File: src/gps_framer_regs.svh
// Purpose: Register offsets, frame layout and timing constants
// Assumes: 32-bit APB, 100 MHz pclk
// Notes:   Byte offsets count from the first MAC byte
`ifndef GPS_FRAMER_REGS_SVH
`define GPS_FRAMER_REGS_SVH
// ------------------------------------------------------------
// Register map
// ------------------------------------------------------------
`define A_CTRL      8'h00
`define A_SRC_IP    8'h04
`define A_MAC_LO    8'h08
`define A_MAC_HI    8'h0c
`define A_STATUS    8'h10
`define A_US        8'h14
`define CTRL_PTP    0
`define CTRL_GGA    1
`define RST_SRC_IP  32'hc0a8_01c9
`define RST_MAC     48'h0200_0000_0001
// ------------------------------------------------------------
// Timing
// ------------------------------------------------------------
`define CLK_NS      10
`define US_NS       1000
`define CYC_PER_US  (`US_NS / `CLK_NS)
`define SEC_US      1_000_000
`define NMEA_TMO_US 2_000_000
`define PPS_TOL_US  100
// ------------------------------------------------------------
// Frame layout
// ------------------------------------------------------------
`define OFS_TYPE    10'h00c
`define OFS_IP_CS   10'h018
`define OFS_IP_SRC  10'h01a
`define OFS_IP_DST  10'h01e
`define OFS_UDP     10'h022
`define OFS_UDP_LEN 10'h026
`define OFS_TIME    10'h02a
`define OFS_US      10'h038
`define OFS_NMEA    10'h03c
`define NMEA_LEN    7'h54
`define OFS_FILL    10'h090
`define OFS_STAT    10'h224
`define OFS_PPS     10'h225
`define FRAME_LEN   10'h22a
// ------------------------------------------------------------
// Field values
// ------------------------------------------------------------
`define MAC_BCAST   48'hffff_ffff_ffff
`define ETH_TYPE    16'h0800
`define IP_VH       16'h4500
`define IP_LEN      16'h021c
`define IP_ID       16'h0000
`define IP_FLAGS    16'h4000
`define IP_TTL      8'h40
`define IP_PROTO    8'h11
`define IP_DST      32'hffff_ffff
`define UDP_SRC     16'h2710
`define UDP_DST     16'h277e
`define UDP_LEN     16'h0208
`define UDP_CSUM    16'h0000
`define TIME_MARK   16'hffee
`define FILL_BYTE   8'hdf
`define CH_DOLLAR   8'h24
`define CH_COMMA    8'h2c
`define CH_STAR     8'h2a
`define TYP_RMC     24'h52_4d43
`define TYP_GGA     24'h47_4741
`define F_TIME      4'h1
`define F_STAT      4'h2
`define F_FIX       4'h6
`define F_DATE      4'h9
`endif

File: src/gps_framer_pkg.sv
// Purpose: Types shared by the time packet framer
// Assumes: Nothing
// Notes:   Gray codes along the usual state path
package gps_framer_pkg;
   typedef enum logic [1:0] {
      FS_IDLE = 2'b00,
      FS_SEND = 2'b01
   } frm_state_e;
   typedef enum logic [1:0] {
      PS_HUNT = 2'b00,
      PS_BODY = 2'b01,
      PS_SUM1 = 2'b11,
      PS_SUM2 = 2'b10
   } prs_state_e;
   typedef struct packed {
      logic [5:0][7:0] tm;
      logic [5:0][7:0] dt;
      logic [7:0]      st;
   } nmea_fix_s;
   typedef struct packed {
      logic       valid;
      logic       last;
      logic [7:0] data;
   } tx_beat_s;
endpackage : gps_framer_pkg

File: src/sync_2ff.sv
// Purpose: Two-stage synchroniser for pin inputs
// Assumes: Single pclk domain
// Notes:   First stage feeds only the second
`timescale 1ns/1ps
module sync_2ff #(
   parameter int W = 1
) (
   // Clock and reset
   input  wire logic         pclk,
   input  wire logic         presetn,
   // Data
   input  wire logic [W-1:0] d,
   output      logic [W-1:0] q
);
   logic [W-1:0] meta_q;
   always_ff @(posedge pclk or negedge presetn) begin
      if (!presetn) begin
         meta_q <= '0;
         q      <= '0;
      end else begin
         meta_q <= d;
         q      <= meta_q;
      end
   end
endmodule : sync_2ff

File: src/gps_time_packet_framer.sv
// Purpose: Once-per-second UDP time packet from PPS and NMEA
// Assumes: NMEA bytes arrive from a UART on pclk
// Notes:   Byte stream out, valid/ready, one byte a beat
// Operation
// GPS time source: exactly one time packet per second. The code skips the two packets due after PPS pulses stop while locked.
// PTP time source: no time packets at all.
// Multi-byte payload numbers go least significant byte first.
// IPv4 source address defaults to 192.168.1.201.
// IPv4 destination is 255.255.255.255.
// Header: broadcast MAC, own MAC, type 08 00, 42 bytes.
// UDP ports 0x2710 source, 0x277E destination.
// UDP length field is 0x208.
// Time section: FFEE, date, time, four reserved, units first. The code sends the microsecond count in the four reserved bytes.
// 84 bytes carry the received NMEA sentence.
// RMC status byte: A, V, or zero when unlocked.
// GGA status byte: fix-quality digit from field six.
// PPS lock flag byte: one locked, zero not.
// RMC parser takes time from field one, date field nine.
// GGA parser takes time from field one, fractions allowed.
// Microsecond counter cleared on every PPS rising edge.
// NMEA unlocked after over two seconds without valid sentence.
// PPS lock reports internal clock synchronised to PPS.
// 404 fill bytes 0xDF, status, flag, four reserved bytes.
// Correct IPv4 header checksum; UDP checksum sent as zero.
//
// Design decisions made here: the register offsets and the APB interface to the registers.
`timescale 1ns/1ps
`include "gps_framer_regs.svh"
module gps_time_packet_framer #(
   parameter int SEC_US      = `SEC_US,
   parameter int NMEA_TMO_US = `NMEA_TMO_US,
   parameter int PPS_TOL_US  = `PPS_TOL_US
) (
   // Clock and reset
   input  wire logic        pclk,
   input  wire logic        presetn,
   // APB slave
   input  wire logic        psel,
   input  wire logic        penable,
   input  wire logic        pwrite,
   input  wire logic [7:0]  paddr,
   input  wire logic [31:0] pwdata,
   output      logic [31:0] prdata,
   output      logic        pready,
   output      logic        pslverr,
   // GPS receiver
   input  wire logic        pps_pin,
   input  wire logic        nmea_valid,
   input  wire logic [7:0]  nmea_byte,
   // Ethernet transmit path
   output      logic        tx_valid,
   output      logic [7:0]  tx_data,
   output      logic        tx_last,
   input  wire logic        tx_ready
);
   localparam int CYC = `CYC_PER_US;
   localparam int PW  = $clog2(CYC);

   // ------------------------------------------------------------
   // Declarations
   // ------------------------------------------------------------
   logic [1:0]   ctrl_q, ctrl_d;
   logic [31:0]  src_ip_q, src_ip_d;
   logic [47:0]  mac_q, mac_d;
   logic [31:0]  prdata_q, prdata_d, rd_val;
   logic         pready_q, pready_d, pslverr_q, pslverr_d;
   logic         map_ok, gga;
   logic         pps_s, pps_d1_q, pps_rise;
   logic [PW-1:0] pre_q, pre_d;
   logic [31:0]  us_q, us_d, nm_cnt_q, nm_cnt_d;
   logic         tick, wrap, sec_tick;
   logic         wrapped_q, wrapped_d, pps_lock_q, pps_lock_d;
   logic         nmea_lock_q, nmea_lock_d;
   gps_framer_pkg::prs_state_e ps_q, ps_d;
   logic [3:0]   fld_q, fld_d, hi_q, hi_d;
   logic [2:0]   pos_q, pos_d;
   logic [6:0]   chr_q, chr_d;
   logic [7:0]   xs_q, xs_d;
   logic         bad_q, bad_d, sen_ok_q, sen_ok_d;
   logic [4:0]   nib;
   logic [23:0]  exp_typ;
   gps_framer_pkg::nmea_fix_s cur_q, cur_d, fix_q, fix_d;
   logic [83:0][7:0] cap_q, cap_d, sen_q, sen_d;
   gps_framer_pkg::frm_state_e fs_q, fs_d;
   gps_framer_pkg::tx_beat_s   tx_q, tx_d;
   logic [9:0]   idx_q, idx_d;
   logic [31:0]  fr_us_q, fr_us_d;
   logic [7:0]   fr_st_q, fr_st_d, cur_byte;
   logic         fr_pps_q, fr_pps_d, start, ld, busy;
   logic [335:0] hdr;
   logic [143:0] tsec;
   logic [47:0]  tail;

   assign prdata   = prdata_q;
   assign pready   = pready_q;
   assign pslverr  = pslverr_q;
   assign tx_valid = tx_q.valid;
   assign tx_last  = tx_q.last;
   assign tx_data  = tx_q.data;
   assign gga      = ctrl_q[`CTRL_GGA];
   assign busy     = (fs_q != gps_framer_pkg::FS_IDLE);

   // ------------------------------------------------------------
   // APB registers
   // ------------------------------------------------------------
   // One wait state so read data leaves a flop
   always_comb begin
      ctrl_d   = ctrl_q;
      src_ip_d = src_ip_q;
      mac_d    = mac_q;
      rd_val   = 32'h0000_0000;
      map_ok   = 1'b1;
      case (paddr)
         `A_CTRL:   rd_val = {30'h0, ctrl_q};
         `A_SRC_IP: rd_val = src_ip_q;
         `A_MAC_LO: rd_val = mac_q[31:0];
         `A_MAC_HI: rd_val = {16'h0000, mac_q[47:32]};
         `A_STATUS: rd_val = {29'h0, busy, pps_lock_q, nmea_lock_q};
         `A_US:     rd_val = us_q;
         default:   map_ok = 1'b0;
      endcase
      pready_d  = psel & penable & ~pready_q;
      prdata_d  = pready_d ? rd_val : prdata_q;
      pslverr_d = pready_d & ~map_ok;
      if (psel && penable && pready_q && pwrite) begin
         case (paddr)
            `A_CTRL:   ctrl_d = pwdata[1:0];
            `A_SRC_IP: src_ip_d = pwdata;
            `A_MAC_LO: mac_d[31:0] = pwdata;
            `A_MAC_HI: mac_d[47:32] = pwdata[15:0];
            default:   ctrl_d = ctrl_q;
         endcase
      end
   end

   always_ff @(posedge pclk or negedge presetn) begin
      if (!presetn) begin
         ctrl_q    <= 2'h0;
         src_ip_q  <= `RST_SRC_IP;
         mac_q     <= `RST_MAC;
         prdata_q  <= 32'h0000_0000;
         pready_q  <= 1'b0;
         pslverr_q <= 1'b0;
      end else begin
         ctrl_q    <= ctrl_d;
         src_ip_q  <= src_ip_d;
         mac_q     <= mac_d;
         prdata_q  <= prdata_d;
         pready_q  <= pready_d;
         pslverr_q <= pslverr_d;
      end
   end

   // ------------------------------------------------------------
   // Timebase and lock tracking
   // ------------------------------------------------------------
   sync_2ff #(.W(1)) u_pps_sync (
      .pclk    (pclk),
      .presetn (presetn),
      .d       (pps_pin),
      .q       (pps_s)
   );
   assign pps_rise = pps_s & ~pps_d1_q;
   assign tick     = (pre_q == PW'(CYC - 1));
   // Locked: packet follows PPS, else the free-running wrap
   assign sec_tick = pps_lock_q ? pps_rise : wrap;

   always_comb begin
      pre_d       = tick ? '0 : PW'(pre_q + 1'b1);
      us_d        = us_q;
      wrap        = 1'b0;
      wrapped_d   = wrapped_q;
      pps_lock_d  = pps_lock_q;
      nm_cnt_d    = nm_cnt_q;
      nmea_lock_d = nmea_lock_q;
      if (pps_rise) begin
         pre_d     = '0;
         us_d      = 32'h0000_0000;
         wrapped_d = 1'b0;
         // Edge one second after the last one means in sync
         pps_lock_d = (us_q < 32'(PPS_TOL_US)) ||
                      (us_q > 32'(SEC_US - 1 - PPS_TOL_US));
      end else if (tick) begin
         if (us_q == 32'(SEC_US - 1)) begin
            us_d      = 32'h0000_0000;
            wrap      = 1'b1;
            wrapped_d = 1'b1;
            if (wrapped_q) pps_lock_d = 1'b0;
         end else begin
            us_d = us_q + 32'h0000_0001;
         end
      end
      if (sen_ok_q) begin
         nm_cnt_d    = 32'h0000_0000;
         nmea_lock_d = 1'b1;
      end else if (tick) begin
         if (nm_cnt_q >= 32'(NMEA_TMO_US)) nmea_lock_d = 1'b0;
         else nm_cnt_d = nm_cnt_q + 32'h0000_0001;
      end
   end

   always_ff @(posedge pclk or negedge presetn) begin
      if (!presetn) begin
         pps_d1_q    <= 1'b0;
         pre_q       <= '0;
         us_q        <= 32'h0000_0000;
         wrapped_q   <= 1'b0;
         pps_lock_q  <= 1'b0;
         nm_cnt_q    <= 32'h0000_0000;
         nmea_lock_q <= 1'b0;
      end else begin
         pps_d1_q    <= pps_s;
         pre_q       <= pre_d;
         us_q        <= us_d;
         wrapped_q   <= wrapped_d;
         pps_lock_q  <= pps_lock_d;
         nm_cnt_q    <= nm_cnt_d;
         nmea_lock_q <= nmea_lock_d;
      end
   end

   // ------------------------------------------------------------
   // NMEA parser
   // ------------------------------------------------------------
   function automatic logic [4:0] hex_nib(input logic [7:0] c);
      if (c >= 8'h30 && c <= 8'h39) return {1'b0, c[3:0]};
      if (c >= 8'h41 && c <= 8'h46) return {1'b0, 4'(c[3:0] + 4'h9)};
      return 5'h10;
   endfunction : hex_nib

   // Talker not checked; only the three type letters
   always_comb begin
      ps_d     = ps_q;
      fld_d    = fld_q;
      pos_d    = pos_q;
      chr_d    = chr_q;
      xs_d     = xs_q;
      hi_d     = hi_q;
      bad_d    = bad_q;
      cur_d    = cur_q;
      cap_d    = cap_q;
      sen_ok_d = 1'b0;
      nib      = hex_nib(nmea_byte);
      exp_typ  = gga ? `TYP_GGA : `TYP_RMC;
      fix_d    = fix_q;
      sen_d    = sen_q;
      // Snapshot frozen while a frame is out
      if (sen_ok_q && !busy) begin
         fix_d = cur_q;
         sen_d = cap_q;
      end
      if (nmea_valid && nmea_byte == `CH_DOLLAR) begin
         ps_d     = gps_framer_pkg::PS_BODY;
         fld_d    = 4'h0;
         pos_d    = 3'h0;
         chr_d    = 7'h01;
         xs_d     = 8'h00;
         bad_d    = 1'b0;
         cur_d    = '0;
         cap_d    = '0;
         cap_d[0] = nmea_byte;
      end else if (nmea_valid) begin
         if (chr_q < `NMEA_LEN && ps_q != gps_framer_pkg::PS_HUNT) begin
            cap_d[chr_q] = nmea_byte;
            chr_d        = chr_q + 7'h01;
         end
         case (ps_q)
            gps_framer_pkg::PS_BODY: begin
               if (nmea_byte == `CH_STAR) begin
                  ps_d = gps_framer_pkg::PS_SUM1;
               end else if (nmea_byte == `CH_COMMA) begin
                  xs_d  = xs_q ^ nmea_byte;
                  fld_d = (fld_q == 4'hf) ? fld_q : fld_q + 4'h1;
                  pos_d = 3'h0;
               end else begin
                  xs_d  = xs_q ^ nmea_byte;
                  pos_d = (pos_q == 3'h7) ? pos_q : pos_q + 3'h1;
                  if (fld_q == 4'h0 && pos_q >= 3'h2 && pos_q <= 3'h4 &&
                      nmea_byte != exp_typ[8*(4-int'(pos_q)) +: 8])
                     bad_d = 1'b1;
                  // Fraction digits fall past position five
                  if (fld_q == `F_TIME && pos_q < 3'h6)
                     cur_d.tm[pos_q] = nmea_byte; // see R14
                  if (!gga && fld_q == `F_STAT && pos_q == 3'h0)
                     cur_d.st = nmea_byte;
                  if (!gga && fld_q == `F_DATE && pos_q < 3'h6)
                     cur_d.dt[pos_q] = nmea_byte;
                  if (gga && fld_q == `F_FIX && pos_q == 3'h0)
                     cur_d.st = nmea_byte;
               end
            end
            gps_framer_pkg::PS_SUM1: begin
               hi_d  = nib[3:0];
               bad_d = bad_q | nib[4];
               ps_d  = gps_framer_pkg::PS_SUM2;
            end
            gps_framer_pkg::PS_SUM2: begin
               ps_d     = gps_framer_pkg::PS_HUNT;
               sen_ok_d = !bad_q && !nib[4] && {hi_q, nib[3:0]} == xs_q;
            end
            default: ps_d = gps_framer_pkg::PS_HUNT;
         endcase
      end
   end

   always_ff @(posedge pclk or negedge presetn) begin
      if (!presetn) begin
         ps_q     <= gps_framer_pkg::PS_HUNT;
         fld_q    <= 4'h0;
         pos_q    <= 3'h0;
         chr_q    <= 7'h00;
         xs_q     <= 8'h00;
         hi_q     <= 4'h0;
         bad_q    <= 1'b0;
         sen_ok_q <= 1'b0;
         cur_q    <= '0;
         cap_q    <= '0;
         fix_q    <= '0;
         sen_q    <= '0;
      end else begin
         ps_q     <= ps_d;
         fld_q    <= fld_d;
         pos_q    <= pos_d;
         chr_q    <= chr_d;
         xs_q     <= xs_d;
         hi_q     <= hi_d;
         bad_q    <= bad_d;
         sen_ok_q <= sen_ok_d;
         cur_q    <= cur_d;
         cap_q    <= cap_d;
         fix_q    <= fix_d;
         sen_q    <= sen_d;
      end
   end

   // ------------------------------------------------------------
   // Frame builder
   // ------------------------------------------------------------
   function automatic logic [15:0] ip_csum(input logic [31:0] sip);
      logic [19:0] s;
      logic [31:0] d;
      d = `IP_DST;
      s = {4'h0, `IP_VH} + {4'h0, `IP_LEN} + {4'h0, `IP_ID} +
          {4'h0, `IP_FLAGS} + {4'h0, `IP_TTL, `IP_PROTO} +
          {4'h0, sip[31:16]} + {4'h0, sip[15:0]} +
          {4'h0, d[31:16]} + {4'h0, d[15:0]};
      s = {4'h0, s[15:0]} + {16'h0000, s[19:16]};
      s = {4'h0, s[15:0]} + {16'h0000, s[19:16]};
      return ~s[15:0];
   endfunction : ip_csum

   always_comb begin
      hdr = {`MAC_BCAST, mac_q, `ETH_TYPE,
             `IP_VH, `IP_LEN, `IP_ID, `IP_FLAGS, `IP_TTL, `IP_PROTO,
             ip_csum(src_ip_q), src_ip_q, `IP_DST, // see R05
             `UDP_SRC, `UDP_DST, `UDP_LEN, `UDP_CSUM}; // see R07
      // Digits stored tens first; packed order sends units first
      tsec = {`TIME_MARK, fix_q.dt, fix_q.tm,
              {<<8{fr_us_q}}};
      tail = {fr_st_q, 7'h00, fr_pps_q, 32'h0000_0000};
      if (idx_q < `OFS_TIME)
         cur_byte = hdr[8*(int'(`OFS_TIME) - 1 - int'(idx_q)) +: 8];
      else if (idx_q < `OFS_NMEA)
         cur_byte = tsec[8*(int'(`OFS_NMEA) - 1 - int'(idx_q)) +: 8];
      else if (idx_q < `OFS_FILL)
         cur_byte = sen_q[idx_q - `OFS_NMEA];
      else if (idx_q < `OFS_STAT)
         cur_byte = `FILL_BYTE;
      else
         cur_byte = tail[8*(int'(`FRAME_LEN) - 1 - int'(idx_q)) +: 8];
   end

   assign start = sec_tick && !ctrl_q[`CTRL_PTP] && !busy; // see R01
   assign ld    = busy && (!tx_q.valid || tx_ready);

   always_comb begin
      fs_d     = fs_q;
      idx_d    = idx_q;
      tx_d     = tx_q;
      fr_us_d  = fr_us_q;
      fr_st_d  = fr_st_q;
      fr_pps_d = fr_pps_q;
      case (fs_q)
         gps_framer_pkg::FS_IDLE: begin
            if (start) begin
               fs_d     = gps_framer_pkg::FS_SEND;
               idx_d    = 10'h000;
               fr_us_d  = us_q;
               fr_st_d  = (!gga && !nmea_lock_q) ? 8'h00 : fix_q.st;
               fr_pps_d = pps_lock_q;
            end
         end
         gps_framer_pkg::FS_SEND: begin
            if (ld && idx_q == `FRAME_LEN) begin
               tx_d = '0;
               fs_d = gps_framer_pkg::FS_IDLE;
            end else if (ld) begin
               tx_d.valid = 1'b1;
               tx_d.last  = (idx_q == `FRAME_LEN - 10'h001);
               tx_d.data  = cur_byte;
               idx_d      = idx_q + 10'h001;
            end
         end
         default: fs_d = gps_framer_pkg::FS_IDLE;
      endcase
   end

   always_ff @(posedge pclk or negedge presetn) begin
      if (!presetn) begin
         fs_q     <= gps_framer_pkg::FS_IDLE;
         idx_q    <= 10'h000;
         tx_q     <= '0;
         fr_us_q  <= 32'h0000_0000;
         fr_st_q  <= 8'h00;
         fr_pps_q <= 1'b0;
      end else begin
         fs_q     <= fs_d;
         idx_q    <= idx_d;
         tx_q     <= tx_d;
         fr_us_q  <= fr_us_d;
         fr_st_q  <= fr_st_d;
         fr_pps_q <= fr_pps_d;
      end
   end
endmodule : gps_time_packet_framer

File: config.mk
export PLATFORM = sky130hd
export DESIGN_NAME = gps_time_packet_framer
export DESIGN_NICKNAME = d
export VERILOG_FILES = /design/src/gps_framer_pkg.sv /design/src/sync_2ff.sv /design/src/gps_time_packet_framer.sv
export VERILOG_INCLUDE_DIRS = /design/src
export SDC_FILE = /design/constraint.sdc
export NUM_CORES = 2
export LEC_CHECK = 0
export ABC_AREA = 1
export BUFFER_PORTS_ARGS = -buffer_cell sky130_fd_sc_hd__buf_2
export CAP_MARGIN = 20
export CELL_PAD_IN_SITES_DETAIL_PLACEMENT = 1
export CELL_PAD_IN_SITES_GLOBAL_PLACEMENT = 2
export CORE_UTILIZATION = 43
export DETAILED_ROUTE_END_ITERATION = 6
export GPL_ROUTABILITY_DRIVEN = 0
export PLACE_DENSITY_LB_ADDON = 0.1
export SETUP_SLACK_MARGIN = 0.02
export SLEW_MARGIN = 0
export SYNTH_ARGS = -nofsm -noshare
export SYNTH_HDL_FRONTEND = slang
export SYNTH_SLANG_ARGS = --single-unit
File: constraint.sdc
create_clock -name pclk -period 15.95 [get_ports pclk]
set_input_delay 0.7975 -clock pclk [delete_from_list [all_inputs] [get_ports pclk]]
set_output_delay 0.7975 -clock pclk [all_outputs]
set_load 0.02 [all_outputs]
* Word-level counts from Yosys, hierarchy flattened *
Index checks and enable logic that the tools add are counted.

word-level totals
  input bits = 56
  logic and storage cells = 496
  output and inout port bits = 44
  register bits after elaboration = 1838

operators by class
  shift-type cells = 4
  bitwise gates (word level) = 11
  multiplexer cells = 99
  order comparisons = 20
  eq/ne operators = 37
  reduce and logical (&&, ||, !) cells = 80
  add/sub/neg operators = 19

operators by type and width
  cell                                                                               count
  672-bit two-way mux                                                                3
  672-bit bitwise mux                                                                1
  104-bit two-way mux                                                                5
  336-bit by 14-bit indexed part select with 8-bit output                            1
  32-bit two-way mux                                                                 6
  32-bit case mux with 6 select lines                                                1
  144-bit by 14-bit indexed part select with 8-bit output                            1
  8-bit two-way mux                                                                  14
  48-bit bitwise mux                                                                 2
  48-bit two-way mux                                                                 2
  32-bit by 1-bit adder with 32-bit output, second input constant                    2
  8-bit binary-select mux with 7-bit select                                          1
  8-bit demux with 7-bit select                                                      1
  10-bit two-way mux                                                                 5
  48-bit by 14-bit indexed part select with 8-bit output                             1
  7-bit two-way mux                                                                  5
  32-bit by 20-bit equality test with 1-bit output, second input constant            1
  32-bit by 21-bit >= comparator with 1-bit output, second input constant            1
  32-bit by 20-bit greater-than comparator with 1-bit output, second input constant  1
  32-bit by 7-bit < comparator with 1-bit output, second input constant              1
  2-bit nonzero test                                                                 15
  1-bit logical AND                                                                  27
  1-bit two-way mux                                                                  26
  5-bit AND reduction                                                                5
  73 further kinds                                                                   142

* Logic depth before layout (Yosys ltp) *
  depth after elaboration = 12
  mapped depth = 47
  depth with buffers taken out = 47

* Hierarchy *
From an unflattened synthesis, not the netlist that was laid out.

second synthesis, totals
  cells, all modules = 9006
  area total of the unflattened synthesis = 80603.6 µm²

modules (own cells, without submodules)
  module                  seq. area each (µm²)  cells each  area an instance (µm²)  instances
  gps_time_packet_framer  45934.1               9004        80553.5                 1
  sync_2ff                50.0                  2           50.0                    1

* Worst setup path before layout *
No wires, ideal clock.

  path type = reg-to-reg
  start point = register src_ip_q[8]
  end point = register tx_q, in the netlist tx_data[6]
  clock period less this slack = 5.275 ns
  cell stages (with the launch flop) = 45
  setup slack = 10.675 ns
  library setup time = 0.116 ns
  arrival time = 5.159 ns
  data required time = 15.834 ns
  buffers on the path = 0
  cell sequence = dfstp_2 -> inv_1 -> ha_1 -> inv_1 -> ha_1 -> nand2_1 -> nand2_1 -> a21oi_1 -> nor3_1 -> nor2_1 -> nand2_1 -> nand2_1 -> inv_1 -> o21ai_0 -> fa_1 -> a21oi_1 -> nor2_4 -> nand3_1 -> (+9 left out) -> nor2_2 -> nand3_1 -> nor2_2 -> nand2_1 -> nor2_4 -> nand3_2 -> nor3_4 -> nand4_1 -> nand2_1 -> nand2_1 -> nand2_1 -> nand2_1 -> nand2_1 -> nand2_1 -> nand2_1 -> nand2_1 -> nand2_1 -> nand2_1

on the way
  longest elaborated chain between the ends = 10

ends and longest elaborated chain
  what                                                     line                           text
  from (decl)                                              gps_time_packet_framer.sv:63   logic [31:0] src_ip_q, src_ip_d;
  from (signal assigned)                                   gps_time_packet_framer.sv:139  src_ip_q <= `RST_SRC_IP;
  from (signal assigned)                                   gps_time_packet_framer.sv:146  src_ip_q <= src_ip_d;
  17-bit by 16-bit adder with 18-bit output                gps_time_packet_framer.sv:343  s = {4'h0, `IP_VH} + {4'h0, `IP_LEN} + {4'h0, `IP_ID} +
  18-bit by 16-bit adder with 19-bit output                gps_time_packet_framer.sv:343
  19-bit by 16-bit adder with 20-bit output                gps_time_packet_framer.sv:343
  16-bit by 4-bit adder with 17-bit output                 gps_time_packet_framer.sv:347  s = {4'h0, s[15:0]} + {16'h0000, s[19:16]};
  16-bit by 1-bit adder with 16-bit output                 gps_time_packet_framer.sv:348  s = {4'h0, s[15:0]} + {16'h0000, s[19:16]};
  16-bit inverter                                          gps_time_packet_framer.sv:349  return ~s[15:0];
  336-bit by 14-bit indexed part select with 8-bit output  gps_time_packet_framer.sv:362  cur_byte = hdr[8*(int'(`OFS_TIME) - 1 - int'(idx_q)) +: 8];
  8-bit two-way mux                                        gps_time_packet_framer.sv:361  if (idx_q < `OFS_TIME)
  10-bit two-way mux                                       gps_time_packet_framer.sv:397  end else if (ld) begin
  10-bit two-way mux                                       gps_time_packet_framer.sv:394  if (ld && idx_q == `FRAME_LEN) begin
  to (signal assigned)                                     gps_time_packet_framer.sv:419  tx_q <= tx_d;
  to (decl)                                                gps_time_packet_framer.sv:85   gps_framer_pkg::tx_beat_s tx_q, tx_d;

Every way passes these cells. The select of a mux whose other input is x is not followed.
A chain may end at the register's enable or synchronous reset.

* Worst setup path in the final report *
  start point = register src_ip_q[8]
  end point = register tx_q, in the netlist tx_data[4]

The elaborated chain is that of the path after synthesis.

==> reports/qor.yml <==
status:
  status: "completed"
power:
  power.total_mw: 13.2
  power_density_nw_per_um2: 146
  vdd_drop_max_mv: 0.102
  p_seq_share_pct: 37.8
  clkPwrFrac_pct: 35.5
  internal_power_mw: 8.42
  leakagePower_nw: 43.6
  switchingPower_mw: 4.81
  power_frac_comb_pct: 26.7
  p_sw_share_pct: 36.3
hold_path:
  hold_path_depth: 2
  min_path_type: "input pin to flip-flop"
  hp-start: "nmea_byte[5]"
  hold_end: "xs_q[5]"
drt:
  wl_per_cell_um: 24.9
  drt_iter0_drc: 5377
  routed_wl_um: 289000
  drt_pass1_iterations: 5
  vias_per_cell: 5.73
  drc: 0
  postRouteAntennaNets: 0
  vias: 66781
sta:
  holdWs_ns: 0.236
  slew_violations: 0
  finalWorstSetupSlack_ns: 9.67
  finalCritPeriodShare_pct: 39.4
  rsz0062_at_grt: "no"
  skew_ns: 0.0234
  fmax_ghz: 0.159
  finalHoldViolCount: 0
  worst_pin_slew_ns: 1.28
  setup_viol: 0
  period_needed_ns: 6.28
  maxSlewHeadroom_pct: 14.7
  setup_tns_ns: 0
floorplan:
  dieArea_um2: 190000
  rows: 158
  die-width_um: 436
  io_pins: 100
  dieHeight_um: 436
  start_util_pct: 43.4
  core_um2: 186000
grt:
  antenna_found_initial: 6
  grt_max_degree: 270
  grt_pass1_vias: 69348
  grt_pass1_wl_um: 446000
  grt-ovfl-total: 0
  track_usage_pct: 30.5
placed_design:
  numPortBuffers: 99
  dpl_cell_area_um2: 83500
  dp_cells: 11272
  place_hpwl_um: 188000
  place_ws_ns: 9.72
yosys:
  ys_warn_count: 0
  ys_seq_area_share_pct: 56.9
  synth_seq_cells: 1837
  synthFlopType: "dfrtp_1"
  async_reset_ff_share_pct: 100
  ys_types: 66
  syn_nets: 9215
  synth_cells: 9095
  syn_area_per_cell_um2: 8.89
  syn_area_um2: 80800
  synth_edf_count: 0
critical_path:
  critical_path_class: "flip-flop to flip-flop"
  cp_data_required_time_ns: 16.75
  crit_slowest_cell: "dfstp_2"
  r2r_cells: 44
  r2r-end: "tx_data[4]"
  crit_fanout: 6
  r2r_setup_slack_ns: 9.67
  slowest_delay_ns: 0.54
  end_kind: "flip-flop"
  path_common_cell: "nand2_1"
  cp_top_family: "simple AND/OR/NAND/NOR gates"
  r2r-start: "src_ip_q[8]"
  crit_buf_inv: 4
  start_kind: "flip-flop"
  arrival_ns: 7.07
layout:
  utilization_pct: 48.5
  ff_latch_area_um2: 46000
  multi_input_area_um2: 28800
  area_growth_syn_to_layout_pct: 11.7
  nNetsFinal: 9123
  final_cells: 11645
  nFillCells: 21405
  drive_gt1_share_pct: 8.25
  final_cell_area_um2: 90300
clock_tree:
  cts_max_level: 4
  cts.sinks: 1837
  clockBufferDepth: 3
  cts.repair.resized: 0
  cts_buffers: 201
  clk_pin_slew_ns: 0.06
  cts_tree: "done"
  post_cts_buffers: 0
  clk_latency_ns: 0.86
  root_buffer: "clkbuf_16"
flow_run:
  max_cap_viol_count: 0
## worst max-delay path by stage
stage	cells past startpoint	end	startpoint	slack [ns]
after floorplan	44	tx_data[6]	src_ip_q[8]	10.68
after global placement	42	tx_data[2]	src_ip_q[8]	9.89
after detailed placement	42	tx_data[2]	src_ip_q[8]	9.72
after CTS	42	tx_data[2]	src_ip_q[8]	9.68
after global routing	42	tx_data[2]	src_ip_q[8]	9.01
final	44	tx_data[4]	src_ip_q[8]	9.67
## routing by layer
layer | share of wire (%) | global-route usage, %
met1 | 45 | 42.8
met2 | 46 | 48.2
met3 | 4.3 | 3.94
met4 | 4.1 | 12.1
met5 | 0.0090 | 0
## logic make-up after synthesis
logic type	share of synthesized area, %
mux	1.70
simple gates	14.3
flops	56.9
fa+ha+maj	1.01
buf+inv	7.56
xor+xnor	0.347
compound gates	18.2
## power by group through the flow
| stage | Clock, mW | Sequential (mW) | Combinational, mW |
|---|---|---|---|
| global placement | 0 | 5.07 | 3.45 |
| global route | 4.96 | 5.02 | 3.74 |
| detailed placement | 0 | 5.08 | 3.48 |
| floorplan | 0 | 5.03 | 1.84 |
| CTS | 4.78 | 5.00 | 3.49 |
| finish | 4.69 | 5.00 | 3.53 |
## flip-flops by register name, indices dropped and copies added (netlist names), 2 cells and up
| signal | flops |
|---|---|
| chr_q | 7 |
| fr_us_q | 32 |
| src_ip_q | 32 |
| us_q | 32 |
| prdata | 32 |
| ps_q | 2 |
| pos_q | 3 |
| nm_cnt_q | 32 |
| ctrl_q | 2 |
| cap_q | 672 |
| xs_q | 8 |
| idx_q | 10 |
| tx_data | 8 |
| mac_q | 48 |
| fix_q | 104 |
| fld_q | 4 |
| fr_st_q | 8 |
| cur_q | 104 |
| hi_q | 4 |
| pre_q | 7 |
| sen_q | 672 |
## synthesized netlist by cell type, drive strengths merged (3+ instances only)
cell | number | area (um^2)
a32oi | 8 | 70.1
xor2 | 24 | 210
o22ai | 659 | 4120
nand4 | 48 | 300
nand3b | 3 | 22.5
mux2i | 26 | 260
buf | 97 | 409
a311oi | 5 | 43.8
a22o | 5 | 43.8
o311ai | 17 | 149
a221oi | 39 | 342
a21o | 5 | 37.5
o221ai | 21 | 184
or2 | 12 | 75.1
mux2 | 99 | 1110
nand3 | 252 | 1320
a211oi | 4 | 35.0
dfstp | 12 | 315
nor2 | 514 | 2020
nor3 | 77 | 412
xnor2 | 8 | 70.1
o31ai | 21 | 158
a31oi | 21 | 131
a21oi | 340 | 1700
o2111ai | 15 | 131
a22oi | 62 | 465
a32o | 29 | 290
nor4 | 15 | 106
inv | 1090 | 4090
o21a | 4 | 30.0
clkbuf | 415 | 1560
o211ai | 34 | 255
nand2 | 1918 | 7280
ha | 62 | 776
o21ai | 1278 | 6400
dfrtp | 1825 | 45700
clkinv | 13 | 50.0
## cell usage in the layout, fill, tap and decap left out, types with 11 or more instances in the layout
cell,netlist,final
nand2_1,1894,1885
buf_4,1,102
nand2_2,20,22
inv_2,13,11
o22ai_1,659,659
dfstp_2,12,12
xor2_1,24,23
nor4_1,13,13
nand2_4,4,11
o311ai_0,16,16
clkbuf_1,415,47
ha_1,62,62
o211ai_1,34,34
o221ai_1,21,21
clkbuf_8,0,52
mux2_2,99,99
a22oi_1,62,62
o21ai_0,1271,1270
clkinv_1,12,12
nand3_1,242,242
nor2_2,15,21
o31ai_1,21,21
nor2_1,492,485
inv_1,1077,1073
or2_2,11,11
mux2i_1,26,26
dfrtp_1,1825,1822
a221oi_1,39,39
clkinv_2,1,36
clkbuf_16,0,203
o2111ai_1,15,15
nor3_1,73,73
buf_2,33,97
a31oi_1,21,21
a21oi_1,340,340
a32o_1,29,29
nand4_1,48,48
## area by class of cell
class	count	share of cell area, %
diodes	1	0.00277
clock buffers	302	6.61
clock inverters	62	0.723
inverters	1103	4.61
multi-input cells	5643	31.9
flip-flops and latches	1837	50.9
well taps	2480	3.44
repair buffers	217	1.77
## timing repair
item,4_1_cts,5_1_grt
endpoints found under the setup margin,0,0
hold endpoints to repair,38,0
hold buffers,2,0
Power figures use the tool's default switching activity.
